File: src/uaps_pkg.sv
// shared constants, types and register map of the attach and power block
package uaps_pkg;
  // apb register byte offsets
  localparam logic [11:0] UAPS_CFG_OFF = 12'h000;
  localparam logic [11:0] UAPS_CODE_OFF = 12'h004;
  localparam logic [11:0] UAPS_USB_OFF = 12'h008;
  localparam logic [11:0] UAPS_STAT_OFF = 12'h00c;
  // config field positions
  localparam int UAPS_CFG_LOADED = 0;
  localparam int UAPS_CFG_BCD_EN = 1;
  localparam int UAPS_CFG_SENSE_EN = 2;
  localparam int UAPS_CFG_PGATE_EN = 3;
  localparam int UAPS_CFG_LEDA_LSB = 4;
  localparam int UAPS_CFG_LEDB_LSB = 6;
  // usb state register field positions
  localparam int UAPS_USB_CONFIGURED = 0;
  localparam int UAPS_USB_SUSPENDED = 1;
  localparam int UAPS_USB_CHG_DONE = 2;
  localparam int UAPS_USB_CHG_LSB = 3;
  // reset values
  localparam logic [31:0] UAPS_CFG_RST = 32'h0000_0000;
  localparam logic [7:0] UAPS_CODE_RST = 8'he4;
  localparam logic [31:0] UAPS_USB_RST = 32'h0000_0000;
  // timing
  localparam int UAPS_CLK_HZ = 50_000_000;
  localparam int UAPS_FILT_US = 10;
  localparam int UAPS_FILT_CYC = (UAPS_FILT_US * (UAPS_CLK_HZ / 1_000_000));
  localparam int UAPS_DETECT_US = 100;
  localparam int UAPS_DETECT_CYC = (UAPS_DETECT_US * (UAPS_CLK_HZ / 1_000_000));
  localparam int UAPS_WAKE_US = 2000;
  localparam int UAPS_WAKE_CYC = (UAPS_WAKE_US * (UAPS_CLK_HZ / 1_000_000));

  typedef enum logic [1:0] {UAPS_CHG_NONE, UAPS_CHG_SDP, UAPS_CHG_CDP, UAPS_CHG_DCP} uaps_chg_t;
  typedef enum logic [1:0] {UAPS_LED_OFF, UAPS_LED_RX, UAPS_LED_TX, UAPS_LED_ANY} uaps_led_t;

  typedef struct packed {
    logic [1:0] state_code_suspend;
    logic [1:0] state_code_fast;
    logic [1:0] state_code_sdp;
    logic [1:0] state_code_none;
  } uaps_code_t;

  typedef struct packed {
    logic psel;
    logic penable;
    logic pwrite;
    logic [11:0] paddr;
    logic [31:0] pwdata;
  } uaps_apb_req_t;

  typedef struct packed {
    logic pready;
    logic pslverr;
    logic [31:0] prdata;
  } uaps_apb_rsp_t;
endpackage

File: src/uaps_led_mux.sv
// one activity led pin: selects rx, tx or both and drives active low
module uaps_led_mux
  import uaps_pkg::*;
(
  input wire logic clk,
  input wire logic rst,
  input wire logic loaded,
  input wire uaps_led_t sel,
  input wire logic rx_act,
  input wire logic tx_act,
  output logic led_n
);
  always_ff @(posedge clk or posedge rst)
  begin
    if (rst)
      led_n <= 1'b1;
    else if (!loaded)
      led_n <= 1'b1;
    else
    begin
      case (sel)
        UAPS_LED_RX: led_n <= !rx_act;
        UAPS_LED_TX: led_n <= !tx_act;
        UAPS_LED_ANY: led_n <= !(rx_act || tx_act);
        default: led_n <= 1'b1;
      endcase
    end
  end
endmodule

File: src/uaps_sync_filter.sv
// two-flop synchroniser followed by a stable-count filter
module uaps_sync_filter
  import uaps_pkg::*;
#(
  parameter int FILT_CYC = UAPS_FILT_CYC
)
(
  input wire logic clk,
  input wire logic rst,
  input wire logic async_in,
  output logic filtered
);
  localparam int CW = $clog2(FILT_CYC + 1);
  localparam logic [CW-1:0] CMAX = CW'(FILT_CYC);
  logic meta;
  logic synced;
  logic [CW-1:0] count;

  always_ff @(posedge clk or posedge rst)
  begin
    if (rst)
    begin
      meta <= 1'b0;
      synced <= 1'b0;
    end
    else
    begin
      meta <= async_in;
      synced <= meta;
    end
  end

  // output follows only after the input held steady for FILT_CYC + 1 cycles
  always_ff @(posedge clk or posedge rst)
  begin
    if (rst)
    begin
      count <= '0;
      filtered <= 1'b0;
    end
    else if (synced == filtered)
      count <= '0;
    else if (count == CMAX)
    begin
      count <= '0;
      filtered <= synced;
    end
    else
      count <= count + CW'(1);
  end
endmodule

File: src/uaps_top.sv
// attach, charger indication and power signalling block with apb registers
module uaps_top
  import uaps_pkg::*;
#(
  parameter int FILT_CYC = UAPS_FILT_CYC,
  parameter int DETECT_CYC = UAPS_DETECT_CYC,
  parameter int WAKE_CYC = UAPS_WAKE_CYC
)
(
  input wire logic clk,
  input wire logic rst,
  input wire uaps_apb_req_t apb_req,
  output uaps_apb_rsp_t apb_rsp,
  input wire logic vbus_supply_in,
  input wire logic vbus_sense_in,
  input wire logic wakeup_in,
  input wire logic usb_rx_active,
  input wire logic usb_tx_active,
  input wire logic usb_bus_suspended,
  input wire uaps_chg_t chg_result,
  input wire logic chg_result_valid,
  output logic chg_detect_start,
  output logic dplus_pullup_en,
  output logic remote_wakeup,
  output logic suspend_out,
  output logic suspend_oe_n,
  output logic charger_type_bit0,
  output logic charger_type_bit1,
  output logic charger_oe_n,
  output logic power_gate_n,
  output logic power_gate_oe_n,
  output logic led_pin_a,
  output logic led_pin_a_oe_n,
  output logic led_pin_b,
  output logic led_pin_b_oe_n
);
  localparam int DW = $clog2(DETECT_CYC + 1);
  localparam int WW = $clog2(WAKE_CYC + 1);
  localparam logic [DW-1:0] DMAX = DW'(DETECT_CYC);
  localparam logic [WW-1:0] WMAX = WW'(WAKE_CYC);

  typedef enum {UAPS_ST_DETACHED, UAPS_ST_DETECT, UAPS_ST_ATTACHED, UAPS_ST_CHARGE_ONLY} uaps_state_t;

  logic [31:0] cfg;
  uaps_code_t code_map;
  logic [31:0] usb_ctl;
  uaps_state_t state;
  uaps_chg_t chg_type;
  logic chg_done;
  logic [DW-1:0] det_count;
  logic [WW-1:0] wake_count;
  logic sense_filt;
  logic supply_filt;
  logic wake_filt;
  logic wake_prev;
  logic vbus_present;
  logic vbus_prev;
  logic loaded;
  logic led_a_n;
  logic led_b_n;
  logic [1:0] code_out;
  logic apb_access;
  logic apb_wr;
  logic [31:0] next_rdata;
  logic [31:0] read_data;

  assign loaded = cfg[UAPS_CFG_LOADED];

  // supply pin and sense pin are both asynchronous to clk
  uaps_sync_filter #(.FILT_CYC(FILT_CYC)) u_sense_filt (
    .clk(clk),
    .rst(rst),
    .async_in(vbus_sense_in),
    .filtered(sense_filt)
  );

  uaps_sync_filter #(.FILT_CYC(FILT_CYC)) u_supply_filt (
    .clk(clk),
    .rst(rst),
    .async_in(vbus_supply_in),
    .filtered(supply_filt)
  );

  uaps_sync_filter #(.FILT_CYC(1)) u_wake_sync (
    .clk(clk),
    .rst(rst),
    .async_in(wakeup_in),
    .filtered(wake_filt)
  );

  // sense pin only counts once configuration enables it
  assign vbus_present = (loaded && cfg[UAPS_CFG_SENSE_EN]) ? sense_filt : supply_filt;

  // apb slave, zero wait states
  assign apb_access = apb_req.psel && apb_req.penable;
  assign apb_wr = apb_access && apb_req.pwrite;

  always_ff @(posedge clk or posedge rst)
  begin
    if (rst)
    begin
      cfg <= UAPS_CFG_RST;
      code_map <= UAPS_CODE_RST;
      usb_ctl <= UAPS_USB_RST;
    end
    else if (apb_wr)
    begin
      case (apb_req.paddr)
        UAPS_CFG_OFF: cfg <= {24'h000000, apb_req.pwdata[7:0]};
        UAPS_CODE_OFF: code_map <= apb_req.pwdata[7:0];
        UAPS_USB_OFF: usb_ctl <= {30'h0, apb_req.pwdata[1:0]};
        default: ;
      endcase
    end
  end

  always_comb
  begin
    next_rdata = 32'h0000_0000;
    case (apb_req.paddr)
      UAPS_CFG_OFF: next_rdata = cfg;
      UAPS_CODE_OFF: next_rdata = {24'h000000, code_map};
      UAPS_USB_OFF: next_rdata = usb_ctl;
      UAPS_STAT_OFF: next_rdata = {24'h000000, remote_wakeup, suspend_out, dplus_pullup_en, vbus_present,
                                   chg_type, chg_done, loaded};
      default: next_rdata = 32'h0000_0000;
    endcase
  end

  // read data captured in the setup cycle, held through the access phase
  always_ff @(posedge clk or posedge rst)
  begin
    if (rst)
      read_data <= 32'h0000_0000;
    else if (apb_req.psel && !apb_req.penable && !apb_req.pwrite)
      read_data <= next_rdata;
  end

  // whole response driven in one place, no wait states
  assign apb_rsp = '{pready: 1'b1,
                     pslverr: apb_access && (apb_req.paddr[11:4] != 8'h00 || apb_req.paddr[1:0] != 2'b00),
                     prdata: read_data};

  // attach and charger detection sequence
  always_ff @(posedge clk or posedge rst)
  begin
    if (rst)
    begin
      state <= UAPS_ST_DETACHED;
      chg_type <= UAPS_CHG_NONE;
      chg_done <= 1'b0;
      det_count <= '0;
      vbus_prev <= 1'b0;
      chg_detect_start <= 1'b0;
    end
    else
    begin
      vbus_prev <= vbus_present;
      chg_detect_start <= 1'b0;
      if (!vbus_present)
      begin
        state <= UAPS_ST_DETACHED;
        chg_type <= UAPS_CHG_NONE;
        chg_done <= 1'b0;
        det_count <= '0;
      end
      else
      begin
        case (state)
          UAPS_ST_DETACHED:
          begin
            if (loaded && vbus_present && !vbus_prev)
            begin
              if (cfg[UAPS_CFG_BCD_EN])
              begin
                state <= UAPS_ST_DETECT;
                chg_detect_start <= 1'b1;
                det_count <= '0;
              end
              else
              begin
                state <= UAPS_ST_ATTACHED;
                chg_type <= UAPS_CHG_SDP;
                chg_done <= 1'b1;
              end
            end
          end
          UAPS_ST_DETECT:
          begin
            if (chg_result_valid || det_count == DMAX)
            begin
              // missing result falls back to a standard port
              chg_type <= chg_result_valid ? chg_result : UAPS_CHG_SDP;
              chg_done <= 1'b1;
              if (chg_result_valid && chg_result == UAPS_CHG_DCP)
                state <= UAPS_ST_CHARGE_ONLY;
              else
                state <= UAPS_ST_ATTACHED;
            end
            else
              det_count <= det_count + DW'(1);
          end
          UAPS_ST_ATTACHED: ;
          UAPS_ST_CHARGE_ONLY: ;
          default: state <= UAPS_ST_DETACHED;
        endcase
      end
    end
  end

  always_ff @(posedge clk or posedge rst)
  begin
    if (rst)
      dplus_pullup_en <= 1'b0;
    else
      dplus_pullup_en <= vbus_present && (state == UAPS_ST_ATTACHED);
  end

  always_ff @(posedge clk or posedge rst)
  begin
    if (rst)
      suspend_out <= 1'b0;
    else
      suspend_out <= usb_bus_suspended && (state == UAPS_ST_ATTACHED);
  end

  // wakeup edge while suspended starts a fixed-length remote wakeup
  always_ff @(posedge clk or posedge rst)
  begin
    if (rst)
    begin
      wake_prev <= 1'b0;
      wake_count <= '0;
      remote_wakeup <= 1'b0;
    end
    else
    begin
      wake_prev <= wake_filt;
      if (remote_wakeup)
      begin
        if (wake_count == WMAX)
        begin
          remote_wakeup <= 1'b0;
          wake_count <= '0;
        end
        else
          wake_count <= wake_count + WW'(1);
      end
      else if (wake_filt && !wake_prev && suspend_out)
        remote_wakeup <= 1'b1;
    end
  end

  always_comb
  begin
    code_out = code_map.state_code_none;
    if (!chg_done)
      code_out = code_map.state_code_none;
    else if (suspend_out)
      code_out = code_map.state_code_suspend;
    else
    begin
      case (chg_type)
        UAPS_CHG_SDP: code_out = code_map.state_code_sdp;
        UAPS_CHG_CDP: code_out = code_map.state_code_fast;
        UAPS_CHG_DCP: code_out = code_map.state_code_fast;
        default: code_out = code_map.state_code_none;
      endcase
    end
  end

  always_ff @(posedge clk or posedge rst)
  begin
    if (rst)
    begin
      charger_type_bit0 <= 1'b0;
      charger_type_bit1 <= 1'b0;
    end
    else
    begin
      charger_type_bit0 <= code_out[0];
      charger_type_bit1 <= code_out[1];
    end
  end

  always_ff @(posedge clk or posedge rst)
  begin
    if (rst)
      power_gate_n <= 1'b1;
    else
      power_gate_n <= !(loaded && usb_ctl[UAPS_USB_CONFIGURED] && !suspend_out);
  end

  uaps_led_mux u_led_a (
    .clk(clk),
    .rst(rst),
    .loaded(loaded),
    .sel(uaps_led_t'(cfg[UAPS_CFG_LEDA_LSB +: 2])),
    .rx_act(usb_rx_active),
    .tx_act(usb_tx_active),
    .led_n(led_a_n)
  );

  uaps_led_mux u_led_b (
    .clk(clk),
    .rst(rst),
    .loaded(loaded),
    .sel(uaps_led_t'(cfg[UAPS_CFG_LEDB_LSB +: 2])),
    .rx_act(usb_rx_active),
    .tx_act(usb_tx_active),
    .led_n(led_b_n)
  );

  assign led_pin_a = led_a_n;
  assign led_pin_b = led_b_n;

  // pins float during reset and until configuration says they are used
  assign suspend_oe_n = rst || !loaded;
  assign charger_oe_n = rst || !(loaded && cfg[UAPS_CFG_BCD_EN]);
  assign power_gate_oe_n = rst || !(loaded && cfg[UAPS_CFG_PGATE_EN]);
  assign led_pin_a_oe_n = rst || !(loaded && cfg[UAPS_CFG_LEDA_LSB +: 2] != 2'b00);
  assign led_pin_b_oe_n = rst || !(loaded && cfg[UAPS_CFG_LEDB_LSB +: 2] != 2'b00);
endmodule

File: config.mk
export PLATFORM = sky130hd
export DESIGN_NAME = uaps_top
export DESIGN_NICKNAME = d
export VERILOG_FILES = /design/src/uaps_pkg.sv /design/src/uaps_led_mux.sv /design/src/uaps_sync_filter.sv /design/src/uaps_top.sv
export SDC_FILE = /design/constraint.sdc
export NUM_CORES = 1
export LEC_CHECK = 0
export ABC_AREA = 1
export ABC_CLOCK_PERIOD_IN_PS = 2600
export BUFFER_PORTS_ARGS = -buffer_cell sky130_fd_sc_hd__buf_2
export CORE_MARGIN = 2
export CORE_UTILIZATION = 50
export CTS_BUF_LIST = sky130_fd_sc_hd__clkbuf_4 sky130_fd_sc_hd__clkbuf_8 sky130_fd_sc_hd__clkbuf_16
export CTS_CLUSTER_SIZE = 12
export DETAILED_ROUTE_END_ITERATION = 6
export GPL_ROUTABILITY_DRIVEN = 0
export PLACE_DENSITY = 0.82
export REMOVE_ABC_BUFFERS = 1
export SLEW_MARGIN = 20
export SYNTH_ARGS = -nofsm -noshare
export SYNTH_HDL_FRONTEND = slang
export SYNTH_HIERARCHICAL = 1
export SYNTH_SLANG_ARGS = --single-unit
File: constraint.sdc
create_clock -name clk -period 2.6 [get_ports clk]
set_input_delay 0.13 -clock clk [delete_from_list [all_inputs] [get_ports clk]]
set_output_delay 0.13 -clock clk [all_outputs]
set_load 0.03 [all_outputs]
==> reports/summary.txt <==
Req. time, crit path: 2470 ps
largest net degree at the start of global routing: 42
Final #Nets: 869
max-cap violations: 0
asr flop ratio synth: 100.0%
DRT iter0 DRCs: 381
initial antenna violation count: 0
number of synthesized flops with an enable pin: 0
top cells by area, synth: dfrtp_1, nand2_1, nand3_1, inv_1, nor2_1
row count: 39
gr usage total: 20.56%
Synth Flop Type: dfrtp_1
per-cell routed wire length: 13.01 µm
htree depth: 3
Hold Violations, Final: 0
setup violators final: 0
final core occ: 56.93%
RSZ-0062 raised after global routing: false
Post-Syn Area: 5725 µm²
min-delay worst type: input port to flop
Pwr Density: 510.2 nW/µm²
Worst Max-Slew Pin Slew: 729.6 ps
Via density: 5.019
Skew-Pair Late Insertion Delay: 350 ps
vias in the first global route: 4309
Max Fclk: 0.5025 GHz
Yosys top cell by area: dfrtp_1
hold slack: 19.13 ps
IO Port Bufs: 56
post-synthesis cell count: 740
DR pass1 iterations: 6
final worst path period share: 76.55%
Startpoint Class: flop
status: finished clean
Clock Pin Slew Worst Setup and Hold Paths: 70 ps
setup_tns: 0 ps
Synth cell types: 37
layout cells sized above 1: 18.34%
Lkg Pwr: 3.191 nW
setup bufs post-CTS: 0
total grt overflow: 0
Sink Count: 100
Max VDD drop: 487.5 µV
Synth warnings: 6
final antenna-violating net count: 0
synthesized flop and latch total: 100
clk root buf: clkbuf_16
critical-path maximum fanout: 10
clock buffer count from CTS: 9
Chip Height: 111.0 µm
minimum clock period after layout: 1990 ps
Max Buffers Root-to-Sink: 2
hold_buf cts: 6
Die Area: 12320 µm²
drc violations: 0
hpwl dp: 8.935 mm
CTS tree: done
core box area: 11270 µm²
initial core utilization: 50.79%
first-pass GRT wire length: 20.58 mm
I/O pin cnt: 106
post-CTS sizing: 0
CP arrival: 1860 ps
Max-Slew Margin vs Limit: 51.36%
final total power: 3.274 mW
via count: 4768
ANT cells: 0
max-slew violations: 0
Mapped Avg Cell Area: 7.737 µm²
DIE WIDTH: 111.0 µm
Synth top area share: 40.65%
element type at the critical path end: output pin
area grow syn2layout: 12.08%
worst setup path class: flop to output pin
Setup Skew: 10.44 ps
Routed WL: 12.36 mm
post-synthesis sequential area ratio: 43.86%
## sequential cells by signal, indices dropped and copies added (netlist names), 8 cells and up
signal               flops
cfg                      8
read_data                8
u_supply_filt/count      9
code_map                 8
wake_count              17
u_sense_filt/count       9
det_count               13
## per-stage QoR
| stage | cell area, µm² | std cells | worst slack (ps) |
|---|---|---|---|
| after floorplan | 5553 | 728 | 710.1 |
| after global placement | 6040 | 929 | 851.5 |
| after detailed placement | 6040 | 929 | 782.9 |
| after CTS | 6417 | 950 | 612.9 |
| after global routing | 6417 | 950 | 434.3 |
| final | 6417 | 950 | 609.8 |
## synthesized netlist by cell type, types with 5 or more instances
cell type / number
nand2_1: 187
dfrtp_1: 93
nand3_1: 92
inv_1: 81
nor2_1: 78
buf_4: 28
o21ai_1: 23
nand2_2: 19
nand4_1: 13
a21oi_1: 11
o21ai_0: 11
nor2_4: 9
nor3_1: 9
ha_1: 8
inv_2: 8
nand2_4: 8
dfstp_2: 7
xor2_1: 7
nor2_2: 6
xnor2_1: 6
buf_2: 5
nand3_2: 5
## path summary, 6_finish.rpt
check | startpoint | to | slack (ps) | cells past startpoint
worst max-delay path | cfg[0] | power_gate_oe_n | 610 | 4
worst min-delay path | usb_tx_active | u_led_a/led_n | 20 | 4
worst max register to register | cfg[0] | det_count[4] | 770 | 8
worst min register to register | u_supply_filt/meta | u_supply_filt/synced | 350 | 0
max in group asynchronous | rst | power_gate_n | 1410 | 4
min in group asynchronous | rst | u_wake_sync/synced | 290 | 3
## routing by layer
layer / share of wire, % / track usage, %
met4: 1.5 / 5.761
met2: 49 / 33.87
met1: 45 / 27.55
met3: 4.4 / 4.647
met5: 0 / 0
## cells in the final DEF (no fill, tap or decap), drive strengths merged, types with 2 or more instances in the layout
master and n:
xnor2 6, a32o 2, nand4 13, xor2 9
conb 25, dfstp 7, buf 58, nand2 214
nand3 98, nor2 93, or2 3, nor3 11
a21oi 14, nand3b 2, a31oi 3, inv 91
o21ai 34, ha 8, dfrtp 93, bufinv 2
dlygate4sd3 6, clkbuf 10
## worst max-delay path, stage by stage (launching register included)
cell and delay, ps:
dfrtp_1 620, inv_1 110, nor2_1 380, nand2_1 170, buf_2 220
## where the power goes
group / total (mW) / switching [mW] / internal [mW]
logic: 0.213 / 0.152 / 0.0606
clock network: 1.44 / 0.587 / 0.854
registers: 1.62 / 0.0298 / 1.59
## cells by family (layout without fill, tap and decap cells)
kind of cell,count (synthesis),after routing,synth area share [%]
simple gates,436,436,36.04
xor+xnor,15,15,2.557
buf+inv,125,169,10.47
fa+ha+maj,8,8,1.748
compound gates,54,54,5.201
flops,100,100,43.86
other cells,2,25,0.1312
## cell type report
cell class / instances / area (µm²)
multi-input combinational: 538 / 2701
sequential: 100 / 2511
clock inverter: 5 / 85.08
tap: 143 / 178.9
inverter: 90 / 340.3
timing repair buffer: 64 / 367.9
fill: 1008 / 4855
clock buffer: 10 / 232.7
No activity file was read; power rests on OpenSTA's default activity.
